**src/core/rceb_pkg.sv**
```systemverilog
// Constants shared by the RMII control/status block and its elastic buffer.
// Assumes a 32-bit AXI4-Lite register bus with byte addresses.
package rceb_pkg;
   // Register indices; byte address is four times the index
   localparam logic [7:0]  RCS_IDX      = 8'h17;
   localparam logic [7:0]  IRQ_ST_IDX   = 8'h20;
   localparam logic [7:0]  IRQ_MSK_IDX  = 8'h21;
   localparam int          ADDR_W       = 10;
   localparam logic [15:0] RCS_RESET    = 16'h0041;
   // Control/status field positions
   localparam int TX_SHIFT_BIT = 8;
   localparam int CLK_SEL_BIT  = 7;
   localparam int RSV_ONE_BIT  = 6;
   localparam int RSV_STR_BIT  = 5;
   localparam int REV_SEL_BIT  = 4;
   localparam int OVF_BIT      = 3;
   localparam int UDF_BIT      = 2;
   localparam int SIZE_LSB     = 0;
   localparam int SIZE_MSB     = 1;
   // Interrupt status layout
   localparam int IRQ_OVF_BIT  = 0;
   localparam int IRQ_UDF_BIT  = 1;
   localparam int IRQ_W        = 2;
   // Tolerance in bits per elasticity code
   localparam int TOL_BITS_0   = 14;
   localparam int TOL_BITS_1   = 2;
   localparam int TOL_BITS_2   = 6;
   localparam int TOL_BITS_3   = 10;
   // AXI responses
   localparam logic [1:0] RESP_OKAY   = 2'h0;
   localparam logic [1:0] RESP_SLVERR = 2'h2;
   // Cycles after reset release before the strap is trusted
   localparam logic [1:0] STRAP_WAIT  = 2'h3;
   typedef enum logic [1:0] {
      RCEB_IDLE  = 2'b00,
      RCEB_FILL  = 2'b01,
      RCEB_DRAIN = 2'b10
   } rceb_state_t;
endpackage

```
**src/core/rceb_fifo_if.sv**
```systemverilog
// Push/pop connection between the control block and its elastic buffer.
// Assumes both ends run on mclk.
`timescale 1ns/1ps
interface rceb_fifo_if #(
   parameter int W   = 2,
   parameter int LVW = 5
);
   logic           push;
   logic [W-1:0]   push_data;
   logic           pop;
   logic [W-1:0]   pop_data;
   logic [LVW-1:0] level;
   logic           full;
   logic           empty;
   logic           ovf;
   logic           udf;
   logic           flush;
   modport ctrl (output push, push_data, pop, flush,
                 input pop_data, level, full, empty, ovf, udf);
   modport buf_side (input push, push_data, pop, flush,
                     output pop_data, level, full, empty, ovf, udf);
endinterface

```
**src/core/rceb_elastic.sv**
```systemverilog
// Receive elasticity buffer held in flip-flops.
// Assumes push and pop are single-cycle strobes on mclk.
`timescale 1ns/1ps
module rceb_elastic #(
   parameter int W     = 2,
   parameter int DEPTH = 16,
   parameter int LVW   = 5
) (
   input  wire logic  mclk,
   input  wire logic  rst_n,
   rceb_fifo_if.buf_side f
);
   localparam int AW = $clog2(DEPTH);
   logic [W-1:0]   mem_q [DEPTH];
   logic [W-1:0]   mem_d [DEPTH];
   logic [AW-1:0]  wr_q, wr_d, rd_q, rd_d;
   logic [LVW-1:0] lvl_q, lvl_d;
   logic [W-1:0]   out_q, out_d;
   logic           do_push, do_pop;

   // Push into a full buffer or pop from an empty one is refused and flagged
   assign f.full     = (lvl_q == LVW'(DEPTH));
   assign f.empty    = (lvl_q == '0);
   assign do_push    = f.push & ~f.full;
   assign do_pop     = f.pop & ~f.empty;
   assign f.ovf      = f.push & f.full;
   assign f.udf      = f.pop & f.empty;
   assign f.level    = lvl_q;
   assign f.pop_data = out_q;

   // Pointer and level update; flush drops what is left of a frame
   always_comb begin
      mem_d = mem_q;
      wr_d  = wr_q;
      rd_d  = rd_q;
      out_d = out_q;
      lvl_d = lvl_q;
      if (do_push) begin
         mem_d[wr_q] = f.push_data;
         wr_d        = AW'((int'(wr_q) + 1) % DEPTH);
      end
      if (do_pop) begin
         out_d = mem_q[rd_q];
         rd_d  = AW'((int'(rd_q) + 1) % DEPTH);
      end
      lvl_d = LVW'(int'(lvl_q) + int'(do_push) - int'(do_pop));
      if (f.flush) begin
         wr_d  = '0;
         rd_d  = '0;
         lvl_d = '0;
      end
   end

   always_ff @(posedge mclk or negedge rst_n) begin
      if (!rst_n) begin
         for (int i = 0; i < DEPTH; i++) begin
            mem_q[i] <= '0;
         end
         wr_q  <= '0;
         rd_q  <= '0;
         lvl_q <= '0;
         out_q <= '0;
      end else begin
         mem_q <= mem_d;
         wr_q  <= wr_d;
         rd_q  <= rd_d;
         lvl_q <= lvl_d;
         out_q <= out_d;
      end
   end
endmodule

```
**src/core/rceb_top.sv**
```systemverilog
// RMII control/status register with receive elasticity buffer.
// Assumes line-side receive dibits arrive on mclk; ref_clk, straps and
// the slave-mode pin are asynchronous and are synchronised here.
//
// The AXI4-Lite interface to the registers was chosen for this implementation.
`timescale 1ns/1ps
module rceb_top #(
   parameter int DEPTH = 16
) (
   input  wire logic                      mclk,
   input  wire logic                      rst_n,
   input  wire logic [rceb_pkg::ADDR_W-1:0] s_axi_awaddr,
   input  wire logic                      s_axi_awvalid,
   output logic                           s_axi_awready,
   input  wire logic [31:0]               s_axi_wdata,
   input  wire logic [3:0]                s_axi_wstrb,
   input  wire logic                      s_axi_wvalid,
   output logic                           s_axi_wready,
   output logic [1:0]                     s_axi_bresp,
   output logic                           s_axi_bvalid,
   input  wire logic                      s_axi_bready,
   input  wire logic [rceb_pkg::ADDR_W-1:0] s_axi_araddr,
   input  wire logic                      s_axi_arvalid,
   output logic                           s_axi_arready,
   output logic [31:0]                    s_axi_rdata,
   output logic [1:0]                     s_axi_rresp,
   output logic                           s_axi_rvalid,
   input  wire logic                      s_axi_rready,
   input  wire logic                      line_dv,
   input  wire logic [1:0]                line_rxd,
   input  wire logic                      line_crs,
   input  wire logic                      ref_clk,
   input  wire logic                      clk_sel_strap,
   input  wire logic                      rmii_slave_mode,
   output logic                           crs_dv,
   output logic [1:0]                     rxd,
   output logic                           tx_clk_shift_en,
   output logic                           ref_clk_50m_sel,
   output logic                           irq
);
   localparam int LVW = $clog2(DEPTH) + 1;
   localparam logic [rceb_pkg::ADDR_W-1:0] A_RCS =
      rceb_pkg::ADDR_W'({rceb_pkg::RCS_IDX, 2'b00});
   localparam logic [rceb_pkg::ADDR_W-1:0] A_IST =
      rceb_pkg::ADDR_W'({rceb_pkg::IRQ_ST_IDX, 2'b00});
   localparam logic [rceb_pkg::ADDR_W-1:0] A_IMSK =
      rceb_pkg::ADDR_W'({rceb_pkg::IRQ_MSK_IDX, 2'b00});

   // Start threshold in dibits: half the tolerance, so drift either way fits
   function automatic logic [LVW-1:0] start_level(input logic [1:0] code);
      int bits;
      case (code)
         2'h0:    bits = rceb_pkg::TOL_BITS_0;
         2'h1:    bits = rceb_pkg::TOL_BITS_1;
         2'h2:    bits = rceb_pkg::TOL_BITS_2;
         default: bits = rceb_pkg::TOL_BITS_3;
      endcase
      return LVW'(bits / 2);
   endfunction

   rceb_fifo_if #(.W(2), .LVW(LVW)) fif ();

   rceb_elastic #(.W(2), .DEPTH(DEPTH), .LVW(LVW)) u_buf (
      .mclk  (mclk),
      .rst_n (rst_n),
      .f     (fif)
   );

   // Pin synchronisers; only the second stage feeds logic, plus the third stage of ref_clk for edge detection
   logic [2:0] rclk_q;
   logic [1:0] strap_q, slave_q;
   logic       link_edge;
   always_ff @(posedge mclk or negedge rst_n) begin
      if (!rst_n) begin
         rclk_q  <= '0;
         strap_q <= '0;
         slave_q <= '0;
      end else begin
         rclk_q  <= {rclk_q[1:0], ref_clk};
         strap_q <= {strap_q[0], clk_sel_strap};
         slave_q <= {slave_q[0], rmii_slave_mode};
      end
   end
   assign link_edge = rclk_q[1] & ~rclk_q[2];

   // Register state
   logic [15:0]      rcs_q, rcs_d;
   logic [1:0]       boot_q, boot_d;
   logic             ovf_q, ovf_d, udf_q, udf_d, live_q, live_d;
   logic [rceb_pkg::IRQ_W-1:0] ist_q, ist_d, imsk_q, imsk_d;
   // AXI state
   logic             aw_q, aw_d, w_q, w_d, bv_q, bv_d, rv_q, rv_d;
   logic [rceb_pkg::ADDR_W-1:0] awa_q, awa_d;
   logic [31:0]      wd_q, wd_d, rd_q, rd_d;
   logic [3:0]       ws_q, ws_d;
   logic [1:0]       br_q, br_d, rr_q, rr_d;
   logic [15:0]      rcs_view, wmask, wbits;
   logic             do_wr, do_rd;
   // Receive path state
   rceb_pkg::rceb_state_t st_q, st_d;
   logic             cdv_q, cdv_d, popd_q, popd_d, tog_q, tog_d;
   logic [1:0]       rxd_q, rxd_d;

   // Status bits read zero until the buffer has carried a frame
   always_comb begin
      rcs_view = rcs_q;
      rcs_view[rceb_pkg::OVF_BIT] = live_q & ~ovf_q;
      rcs_view[rceb_pkg::UDF_BIT] = live_q & ~udf_q;
   end

   assign s_axi_awready = ~aw_q & ~bv_q;
   assign s_axi_wready  = ~w_q & ~bv_q;
   assign s_axi_arready = ~rv_q;
   assign do_wr = aw_q & w_q & ~bv_q;
   assign do_rd = s_axi_arvalid & ~rv_q;
   assign wmask = {{8{ws_q[1]}}, {8{ws_q[0]}}};
   assign wbits = (rcs_q & ~wmask) | (wd_q[15:0] & wmask);

   // Bus slave and register next state
   always_comb begin
      aw_d = aw_q; awa_d = awa_q; w_d = w_q; wd_d = wd_q; ws_d = ws_q;
      bv_d = bv_q; br_d = br_q; rv_d = rv_q; rd_d = rd_q; rr_d = rr_q;
      rcs_d = rcs_q; boot_d = boot_q; imsk_d = imsk_q;
      live_d = live_q | (st_q == rceb_pkg::RCEB_DRAIN);
      if (s_axi_awvalid && s_axi_awready) begin
         aw_d  = 1'b1;
         awa_d = s_axi_awaddr;
      end
      if (s_axi_wvalid && s_axi_wready) begin
         w_d  = 1'b1;
         wd_d = s_axi_wdata;
         ws_d = s_axi_wstrb;
      end
      if (s_axi_bvalid && s_axi_bready) begin
         bv_d = 1'b0;
      end
      if (s_axi_rvalid && s_axi_rready) begin
         rv_d = 1'b0;
      end
      // Strap is caught once its synchroniser has settled after reset
      if (boot_q != rceb_pkg::STRAP_WAIT) begin
         boot_d = boot_q + 2'h1;
         if (boot_d == rceb_pkg::STRAP_WAIT) begin
            rcs_d[rceb_pkg::CLK_SEL_BIT] = strap_q[1];
         end
      end
      if (do_wr) begin
         aw_d = 1'b0;
         w_d  = 1'b0;
         bv_d = 1'b1;
         br_d = rceb_pkg::RESP_OKAY;
         if (awa_q == A_RCS) begin
            // Status bits are not writable; the rest of bits 8 to 0 is plain R/W, bits 15 to 9 stay zero
            rcs_d[rceb_pkg::TX_SHIFT_BIT:rceb_pkg::SIZE_LSB] =
               wbits[rceb_pkg::TX_SHIFT_BIT:rceb_pkg::SIZE_LSB];
            rcs_d[rceb_pkg::OVF_BIT] = 1'b0;
            rcs_d[rceb_pkg::UDF_BIT] = 1'b0;
         end else if (awa_q == A_IMSK) begin
            if (ws_q[0]) begin
               imsk_d = wd_q[rceb_pkg::IRQ_W-1:0];
            end
         end else if (awa_q != A_IST) begin
            br_d = rceb_pkg::RESP_SLVERR;
         end
      end
      if (do_rd) begin
         rv_d = 1'b1;
         rr_d = rceb_pkg::RESP_OKAY;
         rd_d = '0;
         case (s_axi_araddr)
            A_RCS:   rd_d = {16'h0000, rcs_view};
            A_IST:   rd_d = 32'(ist_q);
            A_IMSK:  rd_d = 32'(imsk_q);
            default: rr_d = rceb_pkg::RESP_SLVERR;
         endcase
      end
   end

   // Sticky flags: a read clears them, a same-cycle event wins
   always_comb begin
      ovf_d = ovf_q;
      udf_d = udf_q;
      ist_d = ist_q;
      if (do_rd && s_axi_araddr == A_RCS) begin
         ovf_d = 1'b0;
         udf_d = 1'b0;
      end
      if (do_rd && s_axi_araddr == A_IST) begin
         ist_d = '0;
      end
      if (fif.ovf) begin
         ovf_d = 1'b1;
         ist_d[rceb_pkg::IRQ_OVF_BIT] = 1'b1;
      end
      if (fif.udf) begin
         udf_d = 1'b1;
         ist_d[rceb_pkg::IRQ_UDF_BIT] = 1'b1;
      end
   end

   // Receive drain: fill to half tolerance, then pop one dibit per edge
   assign fif.push      = line_dv;
   assign fif.push_data = line_rxd;
   always_comb begin
      st_d   = st_q;
      cdv_d  = cdv_q;
      tog_d  = tog_q;
      rxd_d  = rxd_q;
      popd_d = 1'b0;
      fif.pop   = 1'b0;
      fif.flush = 1'b0;
      case (st_q)
         rceb_pkg::RCEB_IDLE: begin
            cdv_d = 1'b0;
            if (line_dv) begin
               st_d = rceb_pkg::RCEB_FILL;
            end
         end
         rceb_pkg::RCEB_FILL: begin
            if (fif.level >= start_level(rcs_q[rceb_pkg::SIZE_MSB:
                                               rceb_pkg::SIZE_LSB])) begin
               st_d  = rceb_pkg::RCEB_DRAIN;
               tog_d = 1'b0;
            end else if (!line_crs) begin
               // Carrier gone below the start level: drain what is held
               st_d  = fif.empty ? rceb_pkg::RCEB_IDLE : rceb_pkg::RCEB_DRAIN;
               tog_d = 1'b0;
            end
         end
         rceb_pkg::RCEB_DRAIN: begin
            if (link_edge) begin
               if (line_crs || !fif.empty) begin
                  fif.pop = 1'b1;
                  popd_d  = 1'b1;
                  tog_d   = ~tog_q;
                  if (line_crs) begin
                     cdv_d = 1'b1;
                  end else if (rcs_q[rceb_pkg::REV_SEL_BIT]) begin
                     cdv_d = 1'b1;
                  end else begin
                     cdv_d = tog_q;
                  end
               end else begin
                  // Last dibit is out; frame is over
                  cdv_d     = 1'b0;
                  st_d      = rceb_pkg::RCEB_IDLE;
                  fif.flush = 1'b1;
               end
            end
         end
         default: begin
            st_d = rceb_pkg::RCEB_IDLE;
         end
      endcase
      if (popd_q) begin
         rxd_d = fif.pop_data;
      end
   end

   always_ff @(posedge mclk or negedge rst_n) begin
      if (!rst_n) begin
         rcs_q  <= rceb_pkg::RCS_RESET;
         boot_q <= '0;
         ovf_q  <= 1'b0;
         udf_q  <= 1'b0;
         live_q <= 1'b0;
         ist_q  <= '0;
         imsk_q <= '0;
         aw_q   <= 1'b0;
         awa_q  <= '0;
         w_q    <= 1'b0;
         wd_q   <= '0;
         ws_q   <= '0;
         bv_q   <= 1'b0;
         br_q   <= rceb_pkg::RESP_OKAY;
         rv_q   <= 1'b0;
         rd_q   <= '0;
         rr_q   <= rceb_pkg::RESP_OKAY;
         st_q   <= rceb_pkg::RCEB_IDLE;
         cdv_q  <= 1'b0;
         tog_q  <= 1'b0;
         popd_q <= 1'b0;
         rxd_q  <= '0;
      end else begin
         rcs_q  <= rcs_d;
         boot_q <= boot_d;
         ovf_q  <= ovf_d;
         udf_q  <= udf_d;
         live_q <= live_d;
         ist_q  <= ist_d;
         imsk_q <= imsk_d;
         aw_q   <= aw_d;
         awa_q  <= awa_d;
         w_q    <= w_d;
         wd_q   <= wd_d;
         ws_q   <= ws_d;
         bv_q   <= bv_d;
         br_q   <= br_d;
         rv_q   <= rv_d;
         rd_q   <= rd_d;
         rr_q   <= rr_d;
         st_q   <= st_d;
         cdv_q  <= cdv_d;
         tog_q  <= tog_d;
         popd_q <= popd_d;
         rxd_q  <= rxd_d;
      end
   end

   // Outputs; shift applies only when strapped as RMII slave
   assign s_axi_bvalid    = bv_q;
   assign s_axi_bresp     = br_q;
   assign s_axi_rvalid    = rv_q;
   assign s_axi_rdata     = rd_q;
   assign s_axi_rresp     = rr_q;
   assign crs_dv          = cdv_q;
   assign rxd             = rxd_q;
   assign tx_clk_shift_en = rcs_q[rceb_pkg::TX_SHIFT_BIT] & slave_q[1];
   assign ref_clk_50m_sel = rcs_q[rceb_pkg::CLK_SEL_BIT];
   assign irq             = |(ist_q & imsk_q);
endmodule

```
**config.mk**
```make
export PLATFORM = sky130hd
export DESIGN_NAME = rceb_top
export DESIGN_NICKNAME = d
export VERILOG_FILES = /design/src/core/rceb_pkg.sv /design/src/core/rceb_fifo_if.sv /design/src/core/rceb_elastic.sv /design/src/core/rceb_top.sv
export SDC_FILE = /design/constraint.sdc
export NUM_CORES = 1
export LEC_CHECK = 0
export ABC_AREA = 1
export BUFFER_PORTS_ARGS = -buffer_cell sky130_fd_sc_hd__buf_2
export CAP_MARGIN = 40
export CORE_ASPECT_RATIO = 0.75
export CORE_MARGIN = 2
export CORE_UTILIZATION = 45
export CTS_CLUSTER_DIAMETER = 50
export DETAILED_ROUTE_END_ITERATION = 8
export GPL_ROUTABILITY_DRIVEN = 0
export PLACE_DENSITY = 0.75
export SLEW_MARGIN = 40
export SYNTH_ARGS = -nofsm -noshare
export SYNTH_HDL_FRONTEND = slang
export SYNTH_HIERARCHICAL = 1
export SYNTH_SLANG_ARGS = --single-unit
export TNS_END_PERCENT = 5
```
**constraint.sdc**
```tcl
create_clock -name mclk -period 2.58 [get_ports mclk]
set_input_delay 0.258 -clock mclk [delete_from_list [all_inputs] [get_ports mclk]]
set_output_delay 0.258 -clock mclk [all_outputs]
set_load 0.02 [all_outputs]
```
==> flow_summary.toml, run 1 <==
[die]
chip_width_um = 133
chipHeight_um = 101
core_area_um2 = 12300
design.die.area_um2 = 13400
floorplan.initialDensity_pct = 46.0
core.rowCount = 35
boundary_pins = 117

[routing]
vias_per_cell = 4.78
wl_per_cell_um = 12.4
firstDrtPassIters = 5
drtAntennaViolNets = 0
via_count = 4427
totalWireLength_mm = 11.5
drc = 0
drt_iter0_drc = 227

[setup_path]
startpoint_type = "flip-flop"
critical_path_required_ns = 2.80
data_arrival_at_the_endpoint_of_the_critical_path_ns = 2.74
path_class = "reg -> reg"
path_max_fanout = 3
cp-end-kind = "flip-flop"

[timing]
period_share_pct = 97.6
slew_headroom_pct = 57.2
finalWorstPathRequiredPeriod_ns = 2.52
fin_worst_hold_slack_ns = 0.0178
fin_worst_skew_ns = 0.00582
setup_viol = 0
slew_violations = 0
hold_viol = 0
worst-slew-pin-transition_ns = 0.642
final_critical_path_setup_slack_ns = 0.0624
fmax_mhz = 397
rsz0062_at_grt = "yes"

[logic_synthesis]
ys_warn_count = 6
post_synth_inst_count = 669
syn_avg_cell_area_um2 = 8.43
syn_area_um2 = 5640

[clock_tree]
cts_max_path_buffers = 2
clkLatencyLatePin_ns = 0.34
clock_tree_from_tritoncts = "yes"
cts.root.buffer_cell = "sky130_fd_sc_hd__clkbuf_16"
clk_transition_reported_paths_ns = 0.07
cts_buffers = 9
cts.htree.levels = 3
tritoncts_num_sinks = 111

[placed_design]
dp.cells = 904
detailedPlace.worstSlack_ns = 0.00958
dp_hpwl_mm = 8.54
place.port_buffers = 64
placed_cell_area_um2 = 6150

[global_routing]
gr-usage-all-layers_pct = 17.8
grt_pass1_vias = 4056
grt_overflow_total = 0
initial_antenna_violation_count = 0
grt_max_degree = 53
grt_first_pass_wirelength_mm = 19.2

[power_and_ir_drop]
peakVddDrop_mv = 0.423
p_leak_nw = 3.38
power_per_cell_area_nw_per_um2 = 991

[finish]
layout.area.seq_um2 = 2780
finish.utilization_pct = 53.1
final_area_um2 = 6510
final_cell_count_no_fill = 926
multiInputGateArea_um2 = 2380
layout-drive-gt1-share_pct = 20.9
fill_cells = 1163
flow.area_growth_from_synthesis_pct = 15.6
num_antenna_cells = 0
layout.nets = 844

[flow_run]
maxCapViolCount = 0

[hold_path]
min-delay-path-class = "in -> reg"

[status]
status = "finished clean"
## critical path, cell delays in order (launching register included)
cell,delay (ns)
sky130_fd_sc_hd__dfrtp_1,0.37
sky130_fd_sc_hd__inv_2,0.06
sky130_fd_sc_hd__ha_4,0.15
sky130_fd_sc_hd__nand4_1,0.10
sky130_fd_sc_hd__inv_2,0.05
sky130_fd_sc_hd__nand2_2,0.07
sky130_fd_sc_hd__nand2_2,0.07
sky130_fd_sc_hd__nor2_4,0.14
sky130_fd_sc_hd__nand2_2,0.07
sky130_fd_sc_hd__inv_2,0.08
sky130_fd_sc_hd__ha_4,0.19
sky130_fd_sc_hd__inv_2,0.06
sky130_fd_sc_hd__ha_4,0.13
sky130_fd_sc_hd__inv_2,0.04
sky130_fd_sc_hd__fa_2,0.32
sky130_fd_sc_hd__inv_2,0.08
sky130_fd_sc_hd__a21oi_2,0.05
sky130_fd_sc_hd__o21bai_1,0.18
sky130_fd_sc_hd__buf_4,0.14
sky130_fd_sc_hd__a21oi_1,0.05
## cell type report
type | count | area share [%]
Clock inverter | 2 | 0.250
Timing Repair Buffer | 87 | 7.65
Inverter | 96 | 5.61
Clock buffer | 13 | 4.00
Multi-Input combinational cell | 451 | 36.6
Sequential cell | 111 | 42.7
Tap cell | 166 | 3.19
## what timing repair did
action | in CTS | in global routing
endpoints found under the hold margin | 46 | 0
buffers inserted | 0 | 6
gates resized for setup | 0 | 9
hold buffers | 1 | 0
pin swaps | 1 | 6
setup endpoints to repair | 1 | 1
## per-stage QoR
step / TNS [ns] / power [mW]
after floorplan: 0 / 4.43
after global placement: 0 / 4.95
after detailed placement: 0 / 5.03
after CTS: 0 / 6.35
after global routing: -0.108 / 6.99
final: 0 / 6.45
## sequential cells by signal, indices dropped and copies added (netlist names), 3 cells and up, named ones only
register / count
rclk_q: 3
u_buf/wr_q: 4
u_buf/mem_q: 32
awa_q: 10
wd_q: 7
u_buf/f.level: 5
s_axi_rdata: 9
u_buf/rd_q: 4
## worst paths after layout
check / from / depth (start not counted) / slack, ns / endpoint
max: u_buf/f.level[3] / 19 / 0.06 / u_buf/f.level[4]
min: rmii_slave_mode / 1 / 0.02 / slave_q[0]
max in group asynchronous: rst_n / 3 / 1.43 / u_buf/f.pop_data[1]
min reg2reg: strap_q[0] / 0 / 0.35 / strap_q[1]
min in group asynchronous: rst_n / 2 / 0.48 / s_axi_rresp[1]
max reg2reg: u_buf/f.level[3] / 19 / 0.06 / u_buf/f.level[4]
## routing by layer
metal | share of wire [%] | up-vias | GRT usage (%) | routed length [um]
li1 | - | 2240 | - | -
met1 | 50 | 2071 | 26.0 | 5780
met2 | 44 | 100 | 26.9 | 5000
met3 | 4.6 | 16 | 3.92 | 528
met4 | 1.3 | 0 | 4.75 | 148
met5 | 0 | - | 0 | 0
## power by group
part	internal, mW	switching, mW	total [mW]	leakage [nW]
Combinational	0.973	1.43	2.40	1.90
Clock	0.705	0.589	1.29	0.132
Sequential	2.33	0.427	2.75	1.35
Total	4.00	2.45	6.45	3.38
## cells in the final DEF, fill, tap and decap left out, drive strengths merged, types with 2 or more instances in the layout
cell,instances
a21oi,15
buf,86
clkbuf,13
conb,25
dfrtp,109
dfstp,2
ha,17
inv,96
mux2,16
nand2,190
nand3,54
nand4,9
nor2,46
nor3,10
o21ai,60
xnor2,2
xor2,2
Power figures use the tool's default switching activity.
==> run 2, diff against run 1 <==
- PLACE_DENSITY: 0.75 -> 0.73
- clock period: 2.58 -> 2.69 ns (I/O delays scaled with it)
==> flow_summary.toml, run 2 (same netlist as run 1, synthesis figures left out) <==
[die]
floorplan.initialDensity_pct = 46.0
design.die.area_um2 = 13400
core.rowCount = 35
chipHeight_um = 101
chip_width_um = 133
boundary_pins = 117
core_area_um2 = 12300

[setup_path]
reg2reg_depth = 19
path_max_fanout = 2
path_class = "reg -> reg"
reg2reg_to = "u_buf/f.level[4]"
combined_buffer_and_inverter_count_along_the_critical_path = 6
critical_path_required_ns = 2.95
cpLargestDelayFamily = "adder cells"
cp_max_stage_delay_ns = 0.39
rr_startpoint = "u_buf/f.level[3]"
startpoint_type = "flip-flop"
regToRegSetupSlack_ns = 0.11
cpMostUsedCell = "sky130_fd_sc_hd__inv_2"
data_arrival_at_the_endpoint_of_the_critical_path_ns = 2.85
cp-end-kind = "flip-flop"
critical-path-slowest-cell = "sky130_fd_sc_hd__dfrtp_1"
timing.critical_path.cells = "inv_2 > ha_4 > nand4_1 > inv_2 > nand2_2 > nand2_2 > nor2_4 > nand2_2 > inv_2 > ha_4 > inv_2 > ha_4 > inv_2 > fa_2 > inv_2 > a21oi_2 > o21bai_1 > o21ai_1 > a21oi_1"

[routing]
totalWireLength_mm = 11.8
drc = 0
wl_per_cell_um = 12.6
firstDrtPassIters = 5
drt_iter0_drc = 242
via_count = 4459
vias_per_cell = 4.75
drtAntennaViolNets = 0

[clock_tree]
cts_buffers = 9
clk_transition_reported_paths_ns = 0.07
cts.root.buffer_cell = "sky130_fd_sc_hd__clkbuf_16"
clock_tree_from_tritoncts = "yes"
tritoncts_num_sinks = 111
clkLatencyLatePin_ns = 0.34
cts_max_path_buffers = 2
cts.htree.levels = 3

[global_routing]
grt_overflow_total = 0
grt_first_pass_wirelength_mm = 20.1
use_met3_pct = 4.07
global_route_layer_with_the_greatest_usage = "met2"
initial_antenna_violation_count = 0
grt_max_degree = 46
gr-usage-all-layers_pct = 18.5
gr-usage-met1_pct = 26.9
grtUsageMet2_pct = 28.1
grt_pass1_vias = 4182

[timing]
worst-slew-pin-transition_ns = 0.521
fin_worst_hold_slack_ns = 0.0324
fin_worst_skew_ns = 0.00490
setup_viol = 0
period_share_pct = 96.0
timing.setup.tns_ns = 0
fmax_mhz = 387
rsz0062_at_grt = "yes"
hold_viol = 0
slew_headroom_pct = 65.3
finalWorstPathRequiredPeriod_ns = 2.58
slew_violations = 0

[status]
status = "finished clean"

[finish]
final_common_cell = "sky130_fd_sc_hd__nand2_1"
layout.area.seq_um2 = 2780
final_area_um2 = 6620
most-common-layout-cells = "sky130_fd_sc_hd__nand2_1, sky130_fd_sc_hd__dfrtp_1, sky130_fd_sc_hd__inv_1"
largest_register_ffs = 32
layout.nets = 856
num_antenna_cells = 0
layout-drive-gt1-share_pct = 22.4
fill_cells = 1148
flow.area_growth_from_synthesis_pct = 17.4
regMostFlops = "u_buf/mem_q"
multiInputGateArea_um2 = 2390

[placed_design]
place.port_buffers = 64
dp_hpwl_mm = 8.28
placed_cell_area_um2 = 6120

[hold_path]
min_from = "clk_sel_strap"
hold-path-endpoint = "strap_q[0]"
worst_hold_path.num_cells = 1
min-delay-path-class = "in -> reg"

[flow_run]
maxCapViolCount = 0

[power_and_ir_drop]
peakVddDrop_mv = 0.391
power_per_cell_area_nw_per_um2 = 938
p_leak_nw = 3.46
post_layout_power_mw = 6.21
## run 2: final cells by class
type | instances | share of cell area, %
flip-flops and latches | 111 | 42.0
multi-input cells | 451 | 36.1
repair buffers | 99 | 9.13
inverters | 96 | 5.52
clock buffers | 10 | 3.61
well taps | 166 | 3.14
clock inverters | 5 | 0.491
## run 2: metal layers
metal	routed length, um	part of all wire, %
met1	5780	49
met5	0	0
met3	720	6.1
met4	163	1.4
met2	5110	43
## run 2: power breakdown
| part | switching [mW] | internal (mW) | leakage, nW |
|---|---|---|---|
| Combinational | 1.40 | 0.948 | 1.97 |
| Clock | 0.577 | 0.651 | 0.139 |
| Sequential | 0.405 | 2.23 | 1.35 |
| Total | 2.38 | 3.83 | 3.46 |
## run 2: repair_timing
| item | in CTS | in global routing |
|---|---|---|
| buffers inserted | 15 | 6 |
| setup endpoints to repair | 1 | 3 |
| resized for setup | 5 | 15 |
| endpoints found under the hold margin | 38 | 0 |
| pin swaps | 3 | 9 |
| hold buffers | 1 | 0 |
## run 2: how the worst max path moves through the flow
stage                     startpoint          endpoint  slack (ns)  depth (start not counted)
detailed placement  u_buf/f.level[2]  u_buf/f.level[4]       -0.05                         19
CTS                 u_buf/f.level[3]  u_buf/f.level[4]       0.003                         19
global route        u_buf/f.level[3]  u_buf/f.level[4]       -0.06                         19
floorplan           u_buf/f.level[3]  u_buf/f.level[4]       0.005                         19
finish              u_buf/f.level[3]  u_buf/f.level[4]        0.11                         19
global placement    u_buf/f.level[2]  u_buf/f.level[4]        0.04                         19
## run 2: metrics by stage
step           utilization [%]  std cells  setup slack [ns]
2_1_floorplan                -        693           0.00485
3_3_place_gp              49.9        902            0.0398
3_5_place_dp              49.9        902           -0.0466
4_1_cts                   53.3        933           0.00269
5_1_grt                   54.0        938           -0.0641
6_report                  54.0        938             0.106
==> run 3, diff against run 2 <==
==> constraint.sdc (replaced) <==
create_clock -name mclk -period 2.69 [get_ports mclk]
set_input_delay 0.4035 -clock mclk [delete_from_list [all_inputs] [get_ports mclk]]
set_output_delay 0.4035 -clock mclk [all_outputs]
set_load 0.02 [all_outputs]
==> flow_summary.toml, run 3 (same netlist as run 1, synthesis figures left out) <==
[status]
status = "finished clean"

[power_and_ir_drop]
power_per_cell_area_nw_per_um2 = 936
peakVddDrop_mv = 0.361
internal-power_mw = 3.83
power.share.sequential_pct = 43.1
p_leak_nw = 3.46
power.combinational.fraction_pct = 35.8
p_sw_share_pct = 38.4
post_layout_power_mw = 6.21
switchingPower_mw = 2.38
clkPwrFrac_pct = 21.1

[global_routing]
gr-usage-all-layers_pct = 17.7
grt_first_pass_wirelength_mm = 19.1
grt_overflow_total = 0
grt_max_degree = 43
grt_pass1_vias = 4075
initial_antenna_violation_count = 0

[setup_path]
data_arrival_at_the_endpoint_of_the_critical_path_ns = 2.89
startpoint_type = "flip-flop"
path_max_fanout = 2
critical-path-slowest-cell = "sky130_fd_sc_hd__dfrtp_1"
critical_path_required_ns = 2.96
timing.critical_path.cells = "inv_2 > ha_4 > nand4_1 > inv_2 > buf_6 > buf_4 > buf_4 > buf_4 > buf_4 > buf_4 > buf_4 > buf_4 > buf_4 > buf_4 > buf_6 > buf_4 > buf_4 > nand3_2 > nand2_1 > o21ai_1"
cp-end-kind = "flip-flop"
cpMostUsedCell = "sky130_fd_sc_hd__buf_4"
cp_max_stage_delay_ns = 0.36
path_class = "reg -> reg"

[finish]
layout-drive-gt1-share_pct = 22.6
final_common_cell = "sky130_fd_sc_hd__nand2_1"
largest_register_ffs = 32
final_cell_count_no_fill = 937
fill_cells = 1118
final_area_um2 = 6630
regMostFlops = "u_buf/mem_q"
finish.utilization_pct = 54.1
num_antenna_cells = 0
layout.nets = 854
layout.area.seq_um2 = 2780
most-common-layout-cells = "sky130_fd_sc_hd__nand2_1, sky130_fd_sc_hd__dfrtp_1, sky130_fd_sc_hd__inv_1"
multiInputGateArea_um2 = 2390
flow.area_growth_from_synthesis_pct = 17.6

[die]
design.die.area_um2 = 13400
boundary_pins = 117
chipHeight_um = 101
core.rowCount = 35
core_area_um2 = 12300
floorplan.initialDensity_pct = 46.0
chip_width_um = 133

[flow_run]
maxCapViolCount = 0

[clock_tree]
clk_transition_reported_paths_ns = 0.08
cts_max_path_buffers = 2
tritoncts_num_sinks = 111
post_cts_hold_buffer_count = 0
cts.htree.levels = 3
cts.root.buffer_cell = "sky130_fd_sc_hd__clkbuf_16"
clock_tree_from_tritoncts = "yes"
clkLatencyLatePin_ns = 0.35
cts_buffers = 9

[timing]
period_share_pct = 97.3
hold_viol = 0
fmax_mhz = 382
slew_headroom_pct = 53.6
fin_worst_skew_ns = 0.00824
finalWorstPathRequiredPeriod_ns = 2.62
timing.setup.tns_ns = 0
worst-slew-pin-transition_ns = 0.696
setup_viol = 0
final_critical_path_setup_slack_ns = 0.0734
fin_worst_hold_slack_ns = 0.0498
slew_violations = 0

[routing]
vias_per_cell = 4.71
drt_iter0_drc = 268
wl_per_cell_um = 12.2
drc = 0
drtAntennaViolNets = 0
firstDrtPassIters = 4
via_count = 4412
totalWireLength_mm = 11.4

[placed_design]
placed_cell_area_um2 = 6130
dp_hpwl_mm = 8.14
detailedPlace.worstSlack_ns = 0.00595
place.port_buffers = 64
dp.cells = 903

[hold_path]
min-delay-path-class = "in -> async"
==> run 3: cell types whose count changed in the layout (fill, tap and decap cells not counted), sizes merged <==
cell,previous run,this run
inv,98,100
dlygate4sd3,1,0
buf,98,97
clkinv,3,2
==> run 3: worst paths after layout <==
path / endpoint / cells past startpoint / start / slack [ns]
max: st_q[1] / 20 / u_buf/f.level[2] / 0.07
min reg2reg: strap_q[1] / 0 / strap_q[0] / 0.36
min in group mclk: strap_q[0] / 1 / clk_sel_strap / 0.16
max in group asynchronous: imsk_q[0] / 2 / rst_n / 2.00
max reg2reg: st_q[1] / 20 / u_buf/f.level[2] / 0.07
min: slave_q[0] / 1 / rst_n / 0.05
==> run 3: layout make-up <==
type	count	area share, %
Sequential cell	111	41.9
Multi-Input combinational cell	451	36.0
Timing Repair Buffer	97	8.91
Inverter	96	5.51
Clock buffer	10	3.60
Tap cell	166	3.13
Clock inverter	6	0.868
==> run 3: layer usage <==
layer  vias up  global-route usage [%]  part of all wire (%)
met5         -                       0                     0
met4         0                    5.07                  0.87
met3         7                    3.37                   3.9
met2        95                    27.1                    45
met1      2047                    25.8                    50
li1       2263                       -                     -
==> run 3: power by group through the flow <==
stage	Clock [mW]	Combinational (mW)	Sequential (mW)
floorplan	0	1.62	2.60
global placement	0	2.04	2.68
global route	1.41	2.56	2.75
finish	1.31	2.22	2.68
detailed placement	0	2.07	2.69
CTS	1.35	2.13	2.67
==> run 3: repair_timing <==
action,in CTS,in global routing
buffers inserted,15,3
gates resized for setup,6,16
pin swaps,2,7
setup endpoints to repair,1,3
hold endpoints to repair,0,0
==> run 3: worst max-delay path: cells and delay by family, from the launching register on <==
kind	cells	cell delay, ns
compound gates	1	0.11
fa+ha+maj	1	0.15
buf+inv	15	1.68
flops	1	0.36
simple gates	3	0.24
